==> config.mk <==
export PLATFORM = sky130hd
export DESIGN_NAME = bfs_supervisor
export DESIGN_NICKNAME = d
export VERILOG_FILES = /design/src/bfs_pkg.sv /design/src/bfs_supervisor.sv /design/src/bfs_cur_cmp.sv
export SDC_FILE = /design/constraint.sdc
export NUM_CORES = 1
export LEC_CHECK = 0
export BUFFER_PORTS_ARGS = -buffer_cell sky130_fd_sc_hd__buf_2
export CAP_MARGIN = 30
export CORE_ASPECT_RATIO = 0.75
export CORE_MARGIN = 10
export CORE_UTILIZATION = 45
export DETAILED_ROUTE_END_ITERATION = 10
export GPL_TIMING_DRIVEN = 1
export PLACE_DENSITY = 0.59
export SYNTH_ARGS = -nofsm -noshare
export SYNTH_HDL_FRONTEND = slang
export SYNTH_HIERARCHICAL = 1
export SYNTH_SLANG_ARGS = --single-unit
==> constraint.sdc <==
create_clock -name clk_in -period 7.2 [get_ports clk_in]
set_input_delay 0.72 -clock clk_in [delete_from_list [all_inputs] [get_ports clk_in]]
set_output_delay 0.72 -clock clk_in [all_outputs]
set_load 0.05 [all_outputs]
==> src/bfs_pkg.sv <==
// Package for the breaker failure supervisor: register map, field codes,
// reset values and timing constants. Assumes a 50 MHz system clock.
package bfs_pkg;
    localparam int unsigned CLK_HZ = 50000000;
    localparam int unsigned PROC_CYCLE_US = 1000;
    localparam int unsigned PROC_CYCLES = PROC_CYCLE_US * (CLK_HZ / 1000000);
    localparam int unsigned RETRIP_MS_DEF = 100;
    localparam int unsigned FAIL_MS_DEF = 200;
    localparam int unsigned CUR_W = 16;
    localparam int unsigned CNT_W = 24;
    localparam logic [15:0] PH_THR_DEF = 16'h0014;
    localparam logic [15:0] RES_THR_DEF = 16'h04B0;
    localparam logic [6:0] RESET_NUM = 7'h61;
    localparam logic [6:0] RESET_DEN = 7'h64;
    localparam logic [3:0] ADDR_CTRL = 4'h0;
    localparam logic [3:0] ADDR_GLOBAL = 4'h1;
    localparam logic [3:0] ADDR_SIGMASK = 4'h2;
    localparam logic [3:0] ADDR_DOMASK = 4'h3;
    localparam logic [3:0] ADDR_PHTHR = 4'h4;
    localparam logic [3:0] ADDR_RESTHR = 4'h5;
    localparam logic [3:0] ADDR_RETRIP = 4'h6;
    localparam logic [3:0] ADDR_FAIL = 4'h7;
    localparam logic [3:0] ADDR_STATUS = 4'h8;
    localparam logic [3:0] ADDR_GROUP = 4'h9;
    localparam logic [31:0] RD_UNMAPPED = 32'h0000_0000;

    typedef enum logic [2:0] {
        NODE_ON, NODE_BLOCKED, NODE_TEST, NODE_TEST_BLOCKED, NODE_OFF
    } bfs_node_t;
    typedef enum logic [2:0] {
        FORCE_NORMAL, FORCE_START, FORCE_RETRIP, FORCE_FAIL, FORCE_BLOCKED
    } bfs_force_t;
    typedef enum logic [1:0] {
        RES_UNUSED, RES_MEAS_ONE, RES_MEAS_TWO, RES_FROM_PHASES
    } bfs_res_t;
    // Bit 0 current, bit 1 signals, bit 2 output relay; bit 3 set means AND
    typedef logic [3:0] bfs_mode_t;
    localparam bfs_mode_t MODE_CUR_ONLY = 4'h1;

    typedef struct packed {
        logic [CUR_W-1:0] ph_a;
        logic [CUR_W-1:0] ph_b;
        logic [CUR_W-1:0] ph_c;
        logic [CUR_W-1:0] res_one;
        logic [CUR_W-1:0] res_two;
        logic [CUR_W-1:0] res_calc;
    } bfs_meas_t;
    typedef struct packed {
        logic [CUR_W-1:0] ph_thr;
        logic [CUR_W-1:0] res_thr;
        bfs_mode_t mode;
        bfs_res_t res_sel;
    } bfs_grp_t;
endpackage

==> src/bfs_supervisor.sv <==
// Breaker failure supervisor top: Avalon-MM settings, pick-up logic, timers.
// Assumes measured currents and binary signals are synchronous to clk_in.
//
// Overview of operation
// - Start from current, relays, signals, combinations.
// - Current modes evaluate phases and residual.
// - Any internal binary signal can trigger.
// - Selected output relay state triggers.
// - Signal mask active only in signal modes.
// - Relay mask active only in relay modes.
// - Masks static, unaffected by group switching.
// - Node mode On/Blocked/Test/TestBlk/Off, gated globally.
// - Force status override, gated by global enable.
// - Each cycle compare phases and residual.
// - Drop-out at fixed 97 percent.
// - One phase threshold, any phase picks.
// - Group switch changes settings while running.
// - Residual source select, default unused.
// - Mode combines conditions, default current only.
// - Phase threshold step 0.01, default 0.20.
// - Residual threshold step 0.001, default 1.200.
// - Sample block each cycle; blocked replaces start.
// - Retrip after retrip delay, default 0.1s.
// - Failure output after failure delay, default 0.2s.
//
// Decided for this implementation: the placing of the registers and the Avalon-MM register port.
`timescale 1ns/1ps
module bfs_supervisor import bfs_pkg::*; #(
    parameter int unsigned PROC_CYC = PROC_CYCLES,
    parameter int unsigned RETRIP_DEF = RETRIP_MS_DEF,
    parameter int unsigned FAIL_DEF = FAIL_MS_DEF
) (
    input wire logic clk_in,
    input wire logic sys_rst_in,
    input wire logic [3:0] avs_address,
    input wire logic avs_read,
    input wire logic avs_write,
    input wire logic [31:0] avs_writedata,
    output logic [31:0] avs_readdata,
    output logic avs_waitrequest,
    input wire bfs_meas_t meas_in,
    input wire logic [31:0] signals_in,
    input wire logic [15:0] relays_in,
    input wire logic block_in,
    output logic start_out,
    output logic blocked_out,
    output logic retrip_out,
    output logic breaker_failure_output
);
    // Setting groups: two banks so a group switch is a live swap
    bfs_grp_t grp_q [2];
    bfs_grp_t grp_d [2];
    logic grp_sel_q, grp_sel_d;
    logic [31:0] sig_mask_q, sig_mask_d;
    logic [15:0] do_mask_q, do_mask_d;
    logic [2:0] node_q, node_d;
    logic [2:0] force_q, force_d;
    logic allow_node_q, allow_node_d;
    logic allow_force_q, allow_force_d;
    logic [15:0] retrip_ms_q, retrip_ms_d;
    logic [15:0] fail_ms_q, fail_ms_d;
    logic [31:0] rdata_q, rdata_d;
    logic ack_q, ack_d;
    logic cur_pick;
    // Avalon slave: one wait cycle, then answer
    always_comb begin
        grp_d = grp_q;
        grp_sel_d = grp_sel_q;
        sig_mask_d = sig_mask_q;
        do_mask_d = do_mask_q;
        node_d = node_q;
        force_d = force_q;
        allow_node_d = allow_node_q;
        allow_force_d = allow_force_q;
        retrip_ms_d = retrip_ms_q;
        fail_ms_d = fail_ms_q;
        rdata_d = rdata_q;
        ack_d = 1'b0;
        if ((avs_read || avs_write) && !ack_q) begin
            ack_d = 1'b1;
            if (avs_write) begin
                if (avs_address == ADDR_CTRL) begin
                    if (allow_node_q && avs_writedata[2:0] <= 3'(NODE_OFF)) begin
                        node_d = avs_writedata[2:0];
                    end
                    if (allow_force_q && avs_writedata[6:4] <= 3'(FORCE_BLOCKED)) begin
                        force_d = avs_writedata[6:4];
                    end
                end else if (avs_address == ADDR_GLOBAL) begin
                    allow_node_d = avs_writedata[0];
                    allow_force_d = avs_writedata[1];
                    if (!avs_writedata[1]) begin
                        force_d = 3'(FORCE_NORMAL);
                    end
                end else if (avs_address == ADDR_SIGMASK) begin
                    sig_mask_d = avs_writedata;
                end else if (avs_address == ADDR_DOMASK) begin
                    do_mask_d = avs_writedata[15:0];
                end else if (avs_address == ADDR_PHTHR) begin
                    grp_d[avs_writedata[31]].ph_thr = avs_writedata[15:0];
                end else if (avs_address == ADDR_RESTHR) begin
                    grp_d[avs_writedata[31]].res_thr = avs_writedata[15:0];
                end else if (avs_address == ADDR_RETRIP) begin
                    retrip_ms_d = avs_writedata[15:0];
                end else if (avs_address == ADDR_FAIL) begin
                    fail_ms_d = avs_writedata[15:0];
                end else if (avs_address == ADDR_GROUP) begin
                    grp_sel_d = avs_writedata[0];
                    grp_d[avs_writedata[31]].mode = avs_writedata[11:8];
                    grp_d[avs_writedata[31]].res_sel = bfs_res_t'(avs_writedata[5:4]);
                end
            end else begin
                if (avs_address == ADDR_CTRL) begin
                    rdata_d = {25'h0, force_q, 1'b0, node_q};
                end else if (avs_address == ADDR_GLOBAL) begin
                    rdata_d = {30'h0, allow_force_q, allow_node_q};
                end else if (avs_address == ADDR_SIGMASK) begin
                    rdata_d = sig_mask_q;
                end else if (avs_address == ADDR_DOMASK) begin
                    rdata_d = {16'h0, do_mask_q};
                end else if (avs_address == ADDR_PHTHR) begin
                    rdata_d = {16'h0, grp_q[grp_sel_q].ph_thr};
                end else if (avs_address == ADDR_RESTHR) begin
                    rdata_d = {16'h0, grp_q[grp_sel_q].res_thr};
                end else if (avs_address == ADDR_RETRIP) begin
                    rdata_d = {16'h0, retrip_ms_q};
                end else if (avs_address == ADDR_FAIL) begin
                    rdata_d = {16'h0, fail_ms_q};
                end else if (avs_address == ADDR_STATUS) begin
                    rdata_d = {26'h0, cur_pick, breaker_failure_output, retrip_out,
                               blocked_out, start_out, 1'b0};
                end else if (avs_address == ADDR_GROUP) begin
                    rdata_d = {20'h0, grp_q[grp_sel_q].mode, 2'h0,
                               grp_q[grp_sel_q].res_sel, 3'h0, grp_sel_q};
                end else begin
                    rdata_d = RD_UNMAPPED;
                end
            end
        end
    end
    always_ff @(posedge clk_in) begin
        if (sys_rst_in) begin
            for (int i = 0; i < 2; i++) begin
                grp_q[i] <= '{ph_thr: PH_THR_DEF, res_thr: RES_THR_DEF,
                              mode: MODE_CUR_ONLY, res_sel: RES_UNUSED};
            end
            grp_sel_q <= 1'b0;
            sig_mask_q <= 32'h0000_0000;
            do_mask_q <= 16'h0000;
            node_q <= 3'(NODE_ON);
            force_q <= 3'(FORCE_NORMAL);
            allow_node_q <= 1'b0;
            allow_force_q <= 1'b0;
            retrip_ms_q <= 16'(RETRIP_DEF);
            fail_ms_q <= 16'(FAIL_DEF);
            rdata_q <= 32'h0000_0000;
            ack_q <= 1'b0;
            avs_waitrequest <= 1'b1;
        end else begin
            grp_q <= grp_d;
            grp_sel_q <= grp_sel_d;
            sig_mask_q <= sig_mask_d;
            do_mask_q <= do_mask_d;
            node_q <= node_d;
            force_q <= force_d;
            allow_node_q <= allow_node_d;
            allow_force_q <= allow_force_d;
            retrip_ms_q <= retrip_ms_d;
            fail_ms_q <= fail_ms_d;
            rdata_q <= rdata_d;
            ack_q <= ack_d;
            avs_waitrequest <= !ack_d;
        end
    end
    assign avs_readdata = rdata_q;
    // Processing cycle tick and millisecond time base
    logic [CNT_W-1:0] tick_q, tick_d;
    logic sample, node_off;
    bfs_grp_t grp;
    logic [CUR_W-1:0] res_mag;
    logic [3:0] ph_pick;
    always_comb begin
        sample = (tick_q == CNT_W'(PROC_CYC - 1));
        tick_d = sample ? '0 : tick_q + 1'b1;
        node_off = (node_q == 3'(NODE_OFF));
        grp = grp_q[grp_sel_q];
        case (grp.res_sel)
            RES_MEAS_ONE: res_mag = meas_in.res_one;
            RES_MEAS_TWO: res_mag = meas_in.res_two;
            RES_FROM_PHASES: res_mag = meas_in.res_calc;
            default: res_mag = '0;
        endcase
    end
    bfs_cur_cmp u_ph_a (.clk_in(clk_in), .sys_rst_in(sys_rst_in), .sample_in(sample),
        .clear_in(node_off), .mag_in(meas_in.ph_a), .thr_in(grp.ph_thr),
        .en_in(1'b1), .pick_out(ph_pick[0]));
    bfs_cur_cmp u_ph_b (.clk_in(clk_in), .sys_rst_in(sys_rst_in), .sample_in(sample),
        .clear_in(node_off), .mag_in(meas_in.ph_b), .thr_in(grp.ph_thr),
        .en_in(1'b1), .pick_out(ph_pick[1]));
    bfs_cur_cmp u_ph_c (.clk_in(clk_in), .sys_rst_in(sys_rst_in), .sample_in(sample),
        .clear_in(node_off), .mag_in(meas_in.ph_c), .thr_in(grp.ph_thr),
        .en_in(1'b1), .pick_out(ph_pick[2]));
    bfs_cur_cmp u_res (.clk_in(clk_in), .sys_rst_in(sys_rst_in), .sample_in(sample),
        .clear_in(node_off), .mag_in(res_mag), .thr_in(grp.res_thr),
        .en_in(grp.res_sel != RES_UNUSED), .pick_out(ph_pick[3]));
    assign cur_pick = |ph_pick;
    // Pick-up combination and timers, all advanced on the processing tick
    logic start_q, start_d, blk_q, blk_d, rt_q, rt_d, bf_q, bf_d;
    logic [CNT_W-1:0] ms_div_q, ms_div_d;
    logic [15:0] run_ms_q, run_ms_d;
    logic sig_hit, do_hit, pick;
    logic [2:0] act;
    always_comb begin
        sig_hit = |(signals_in & sig_mask_q);
        do_hit = |(relays_in & do_mask_q);
        act = grp.mode[2:0];
        if (grp.mode[3]) begin
            pick = (act != 3'h0) && (!act[0] || cur_pick) && (!act[1] || sig_hit)
                   && (!act[2] || do_hit);
        end else begin
            pick = (act[0] && cur_pick) || (act[1] && sig_hit) || (act[2] && do_hit);
        end
        start_d = start_q;
        blk_d = blk_q;
        rt_d = rt_q;
        bf_d = bf_q;
        ms_div_d = ms_div_q;
        run_ms_d = run_ms_q;
        if (node_off) begin
            start_d = 1'b0;
            blk_d = 1'b0;
            rt_d = 1'b0;
            bf_d = 1'b0;
            ms_div_d = '0;
            run_ms_d = '0;
        end else if (sample) begin
            if (pick && (block_in || node_q == 3'(NODE_BLOCKED)
                         || node_q == 3'(NODE_TEST_BLOCKED))) begin
                start_d = 1'b0;
                blk_d = 1'b1;
                run_ms_d = '0;
                ms_div_d = '0;
            end else if (pick) begin
                start_d = 1'b1;
                blk_d = 1'b0;
                ms_div_d = ms_div_q + CNT_W'(PROC_CYC);
                if (ms_div_q + CNT_W'(PROC_CYC) >= CNT_W'(PROC_CYCLES)
                    && run_ms_q != 16'hFFFF) begin
                    ms_div_d = ms_div_q + CNT_W'(PROC_CYC) - CNT_W'(PROC_CYCLES);
                    run_ms_d = run_ms_q + 1'b1;
                end
            end else begin
                start_d = 1'b0;
                blk_d = 1'b0;
                run_ms_d = '0;
                ms_div_d = '0;
            end
            rt_d = pick && !blk_d && (run_ms_d >= retrip_ms_q);
            bf_d = pick && !blk_d && (run_ms_d >= fail_ms_q);
        end
    end
    always_ff @(posedge clk_in) begin
        if (sys_rst_in) begin
            tick_q <= '0;
            start_q <= 1'b0;
            blk_q <= 1'b0;
            rt_q <= 1'b0;
            bf_q <= 1'b0;
            ms_div_q <= '0;
            run_ms_q <= '0;
            start_out <= 1'b0;
            blocked_out <= 1'b0;
            retrip_out <= 1'b0;
            breaker_failure_output <= 1'b0;
        end else begin
            tick_q <= tick_d;
            start_q <= start_d;
            blk_q <= blk_d;
            rt_q <= rt_d;
            bf_q <= bf_d;
            ms_div_q <= ms_div_d;
            run_ms_q <= run_ms_d;
            case (force_q)
                3'(FORCE_START): {start_out, blocked_out, retrip_out,
                                  breaker_failure_output} <= 4'h8;
                3'(FORCE_RETRIP): {start_out, blocked_out, retrip_out,
                                   breaker_failure_output} <= 4'hA;
                3'(FORCE_FAIL): {start_out, blocked_out, retrip_out,
                                 breaker_failure_output} <= 4'hB;
                3'(FORCE_BLOCKED): {start_out, blocked_out, retrip_out,
                                    breaker_failure_output} <= 4'h4;
                default: {start_out, blocked_out, retrip_out,
                          breaker_failure_output} <= {start_d, blk_d, rt_d, bf_d};
            endcase
        end
    end
    a_off_clears_out: assert property (@(posedge clk_in) disable iff (sys_rst_in)
        node_off && force_q == 3'(FORCE_NORMAL) |=> !start_out && !breaker_failure_output)
        else $error("outputs active while node off");
    a_fail_after_retrip: assert property (@(posedge clk_in) disable iff (sys_rst_in)
        bf_q && fail_ms_q >= retrip_ms_q |-> rt_q)
        else $error("failure without retrip");
    a_blocked_no_start: assert property (@(posedge clk_in) disable iff (sys_rst_in)
        blk_q |-> !start_q)
        else $error("start and blocked together");
    a_retrip_needs_start: assert property (@(posedge clk_in) disable iff (sys_rst_in)
        rt_q |-> start_q && run_ms_q >= retrip_ms_q)
        else $error("retrip before delay");
    a_node_gate_write: assert property (@(posedge clk_in) disable iff (sys_rst_in)
        !allow_node_q |=> $stable(node_q))
        else $error("node mode changed without permission");
    a_force_gate_write: assert property (@(posedge clk_in) disable iff (sys_rst_in)
        !allow_force_q |-> force_q == 3'(FORCE_NORMAL) || $past(allow_force_q))
        else $error("force active without permission");
    a_bus_one_wait: assert property (@(posedge clk_in) disable iff (sys_rst_in)
        (avs_read || avs_write) && avs_waitrequest |=> !avs_waitrequest)
        else $error("bus answer late");
    a_sig_mask_mode: assert property (@(posedge clk_in) disable iff (sys_rst_in)
        sample && grp.mode == MODE_CUR_ONLY && !cur_pick && !node_off |=> !start_q)
        else $error("signals started current-only mode");
endmodule // bfs_supervisor

==> src/bfs_cur_cmp.sv <==
// Current pick-up element with fixed 97 percent drop-out.
// Assumes magnitudes and thresholds share one fixed-point scale.
`timescale 1ns/1ps
module bfs_cur_cmp import bfs_pkg::*; (
    input wire logic clk_in,
    input wire logic sys_rst_in,
    input wire logic sample_in,
    input wire logic clear_in,
    input wire logic [CUR_W-1:0] mag_in,
    input wire logic [CUR_W-1:0] thr_in,
    input wire logic en_in,
    output logic pick_out
);
    logic pick_q;
    logic pick_d;
    logic [CUR_W+6:0] mag_scaled;
    logic [CUR_W+6:0] thr_drop;
    always_comb begin
        thr_drop = {7'h00, thr_in} * {16'h0000, RESET_NUM};
        // 97 percent drop-out: mag*100 against thr*97
        mag_scaled = (CUR_W + 7)'({7'h00, mag_in} * {16'h0000, RESET_DEN});
        pick_d = pick_q;
        if (clear_in || !en_in) begin
            pick_d = 1'b0;
        end else if (sample_in) begin
            if (mag_in > thr_in) begin
                pick_d = 1'b1;
            end else if (mag_scaled < thr_drop) begin
                pick_d = 1'b0;
            end
        end
    end
    always_ff @(posedge clk_in) begin
        if (sys_rst_in) begin
            pick_q <= 1'b0;
        end else begin
            pick_q <= pick_d;
        end
    end
    assign pick_out = pick_q;
    a_pick_drop_ratio: assert property (@(posedge clk_in) disable iff (sys_rst_in)
        pick_q && sample_in && en_in && !clear_in && !(mag_scaled < thr_drop) |=> pick_q)
        else $error("pick-up dropped above 97 percent");
endmodule // bfs_cur_cmp

==> qor.yml <==
die_w_um: 326.4
ys_types: 119
path_common_cell: "ha_1"
path_clk_slew_ns: 0.07
end_kind: "flip-flop"
cts_max_level: 1
worstHoldPathType: "input port to flip-flop"
status: "finished clean"
vias: 28150
setup_viol: 0
max_clock_freq_mhz: 161.5
fp-row-count: 84
multi_input_area_um2: 23970
post-route-min-period_ns: 6.193
fin_tns_setup_ns: 0
initial_utilization_pct: 45.34
vias_per_cell: 5.555
fin_nets: 5037
die_h_um: 249.8
crit_chain: "mux2i_4 -> buf_4 -> mux2i_1 -> o21ai_0 -> ha_1 -> ha_1 -> inv_1 -> fa_1 -> inv_1 -> ha_1 -> a21o_1 -> a221o_2 -> a21oi_2 -> o21ai_2 -> mux2i_1 -> a2111oi_2 -> ha_1 -> nand4_1 -> or3_1 -> nor3_1 -> o21ai_0 -> nand4_1"
tightest_slew_ns: 1.078
synthArstFlopShare_pct: 0
clock_path_buffers: 3
holdBufCountCts: 0
synth_edf_count: 0
yosysSeqAreaShare_pct: 17.12
reg2reg_depth: 22
required_ns: 7.71
grt_max_degree: 82
worst-path-max-fanout: 13
synthTopCellsByArea: "ha_1, dfxtp_1, nand2_1"
postSynthCellCount: 3959
core_area_um2: 69890
finalCritPeriodShare_pct: 86.01
seqCellArea_um2: 5426
post-dp-hpwl_um: 74130
final_max_slew_viol_count: 0
cts_tree: "done"
die_area_um2: 81540
cts_setup_buffers: 0
ctsResizeCount: 0
drc: 0
avgSynthCellArea_um2: 8.004
cts_root_buf: "clkbuf_16"
gp_congestion: 0.9222
globalRouteOverflowTotal: 0
io_pins: 222
ir_worst_vdd_v: 0.0001433
slowest_stage: "mux2i_4"
leakage_nw: 16.87
grt_usage_pct: 22.20
port_buffers: 221
grt_pass1_wl_um: 149600
criticalPathCategory: "flip-flop to flip-flop"
synth_most_common_cell: "ha_1"
clk_latency_ns: 0.60
drt_pre_antenna_iters: 5
synth-seq-cells: 271
clock_skew_ns: 0.04523
ys_warn_count: 6
wl_um: 93740
hold_viol_final: 0
hold_depth: 3
fill_cells: 6870
cts.sinks: 271
dpl_cell_area_um2: 33660
rsz0062_at_grt: "false"
maxCapViolCount: 0
slew_headroom_pct: 27.87
layout-drive-gt1-share_pct: 9.857
antenna_found_initial: 7
syn_area_um2: 31690
final_cell_area_um2: 34620
ant_nets: 0
cts_buffers: 28
dr.first_iter.drc_count: 2094
yosysTopAreaCell: "ha_1"
synth_top_cell_area_share_pct: 26.73
crit_arrival_ns: 6.70
area_delta_synth_final_pct: 9.259
wl_per_cell_um: 18.50
startpoint_type: "flip-flop"
slowest_delay_ns: 0.71
yosys_most_used_dff: "dfxtp_1"
grt_pass1_vias: 26900
synthTopCellsByCount: "ha_1, nand2_1, inv_1, a21oi_1, dfxtp_1"
p_per_area_nw_per_um2: 134.4
[path summary, 6_finish.rpt]
check | startpoint | to | slack [ns]
setup / recovery | grp_sel_q | u_res/pick_out | 1.01
hold / removal | avs_writedata[20] | sig_mask_q[20] | 0.36
setup reg to reg | grp_sel_q | u_res/pick_out | 1.01
hold reg to reg | bf_q | bf_q | 0.44
[cells by family after synthesis]
group                      count (synthesis)  share of synthesized area [%]
DFF                                      271                          17.12
muxes                                     88                          2.961
buffers and inverters                    611                          7.427
xor gates and xnor gates                 148                          4.091
AOI/OAI and AO/OA                        918                          19.23
and+or+nand+nor                         1168                          17.59
other                                      1                        0.01183
adders and majority gates                754                          31.56
[power by group]
group | switching (W) | leakage [nW] | total (W) | internal, W
Combinational | 0.000912 | 14.2 | 0.00158 | 0.000663
Sequential | 0.0000155 | 2.19 | 0.00153 | 0.00152
Clock | 0.000667 | 0.467 | 0.00155 | 0.000881
Total | 0.00160 | 16.9 | 0.00465 | 0.00306
[worst max-delay path: cells and delay by family (launching register included)]
kind                     cells  cell delay, ns
AO/OA/AOI/OAI                7            1.95
adder cells (fa/ha/maj)      5            1.59
multiplexers                 3            0.95
AND/OR/NAND/NOR              4            0.82
flip-flops                   1            0.39
buffers and inverters        3            0.39
[stage by stage]
| step | std cells | total power [W] | util (%) | hold WS (ns) | setup WS, ns |
|---|---|---|---|---|---|
| finish | 5067 | 0.004654 | 49.54 | 0.3583 | 1.007 |
| global route | 5067 | 0.004975 | 49.54 | 0.3534 | 0.6228 |
| CTS | 5065 | 0.004670 | 49.53 | 0.3439 | 1.000 |
| detailed placement | 5015 | 0.003125 | 48.17 | 0.4335 | 1.014 |
| global placement | 5014 | 0.003116 | 48.14 | 0.4239 | 1.269 |
| floorplan | 3964 | 0.002739 | - | 0.4105 | 1.110 |
[state kept, by name (all words and copies together) (netlist names), 3 cells and up]
signal	cells
node_q	3
sig_mask_q	32
ms_div_q	20
fail_ms_q	16
run_ms_q	16
grp_q	76
avs_readdata	32
force_q	3
tick_q	24
retrip_ms_q	16
do_mask_q	16
[layer usage]
| layer | wire length [µm] | track usage (%) | up-vias |
|---|---|---|---|
| met2 | 37770 | 32.76 | 767 |
| met4 | 1419 | 3.412 | 2 |
| met5 | 7 | 0 | - |
| met3 | 7048 | 4.883 | 82 |
| met1 | 47500 | 32.89 | 13030 |
| li1 | - | - | 14260 |
[cells in the final DEF (no fill, tap or decap), types with 28 or more instances in the layout]
cell / instances
nand2b_1: 34
buf_4: 28
clkbuf_16: 28
a22oi_1: 42
dfxtp_1: 270
a21o_1: 80
nand4_1: 49
buf_2: 220
a21oi_1: 322
and3_1: 34
xor2_1: 65
nor3_1: 58
nor2_1: 235
o21ai_0: 134
nor2b_1: 32
nand2_1: 477
mux2_2: 36
nand3_1: 77
inv_1: 464
fa_1: 76
o21a_1: 31
o211ai_1: 32
mux2i_1: 49
or3_1: 32
a211oi_1: 36
xnor2_1: 83
ha_1: 677
[area by class of cell]
| class | count | area share [%] |
|---|---|---|
| multi-input cells | 3082 | 69.22 |
| flip-flops and latches | 271 | 15.67 |
| inverters | 466 | 5.052 |
| repair buffers | 250 | 3.863 |
| well taps | 946 | 3.419 |
| clock buffers | 40 | 2.298 |
| clock inverters | 10 | 0.4553 |
| diodes | 2 | 0.01446 |
(Power assumes the default switching activity.)
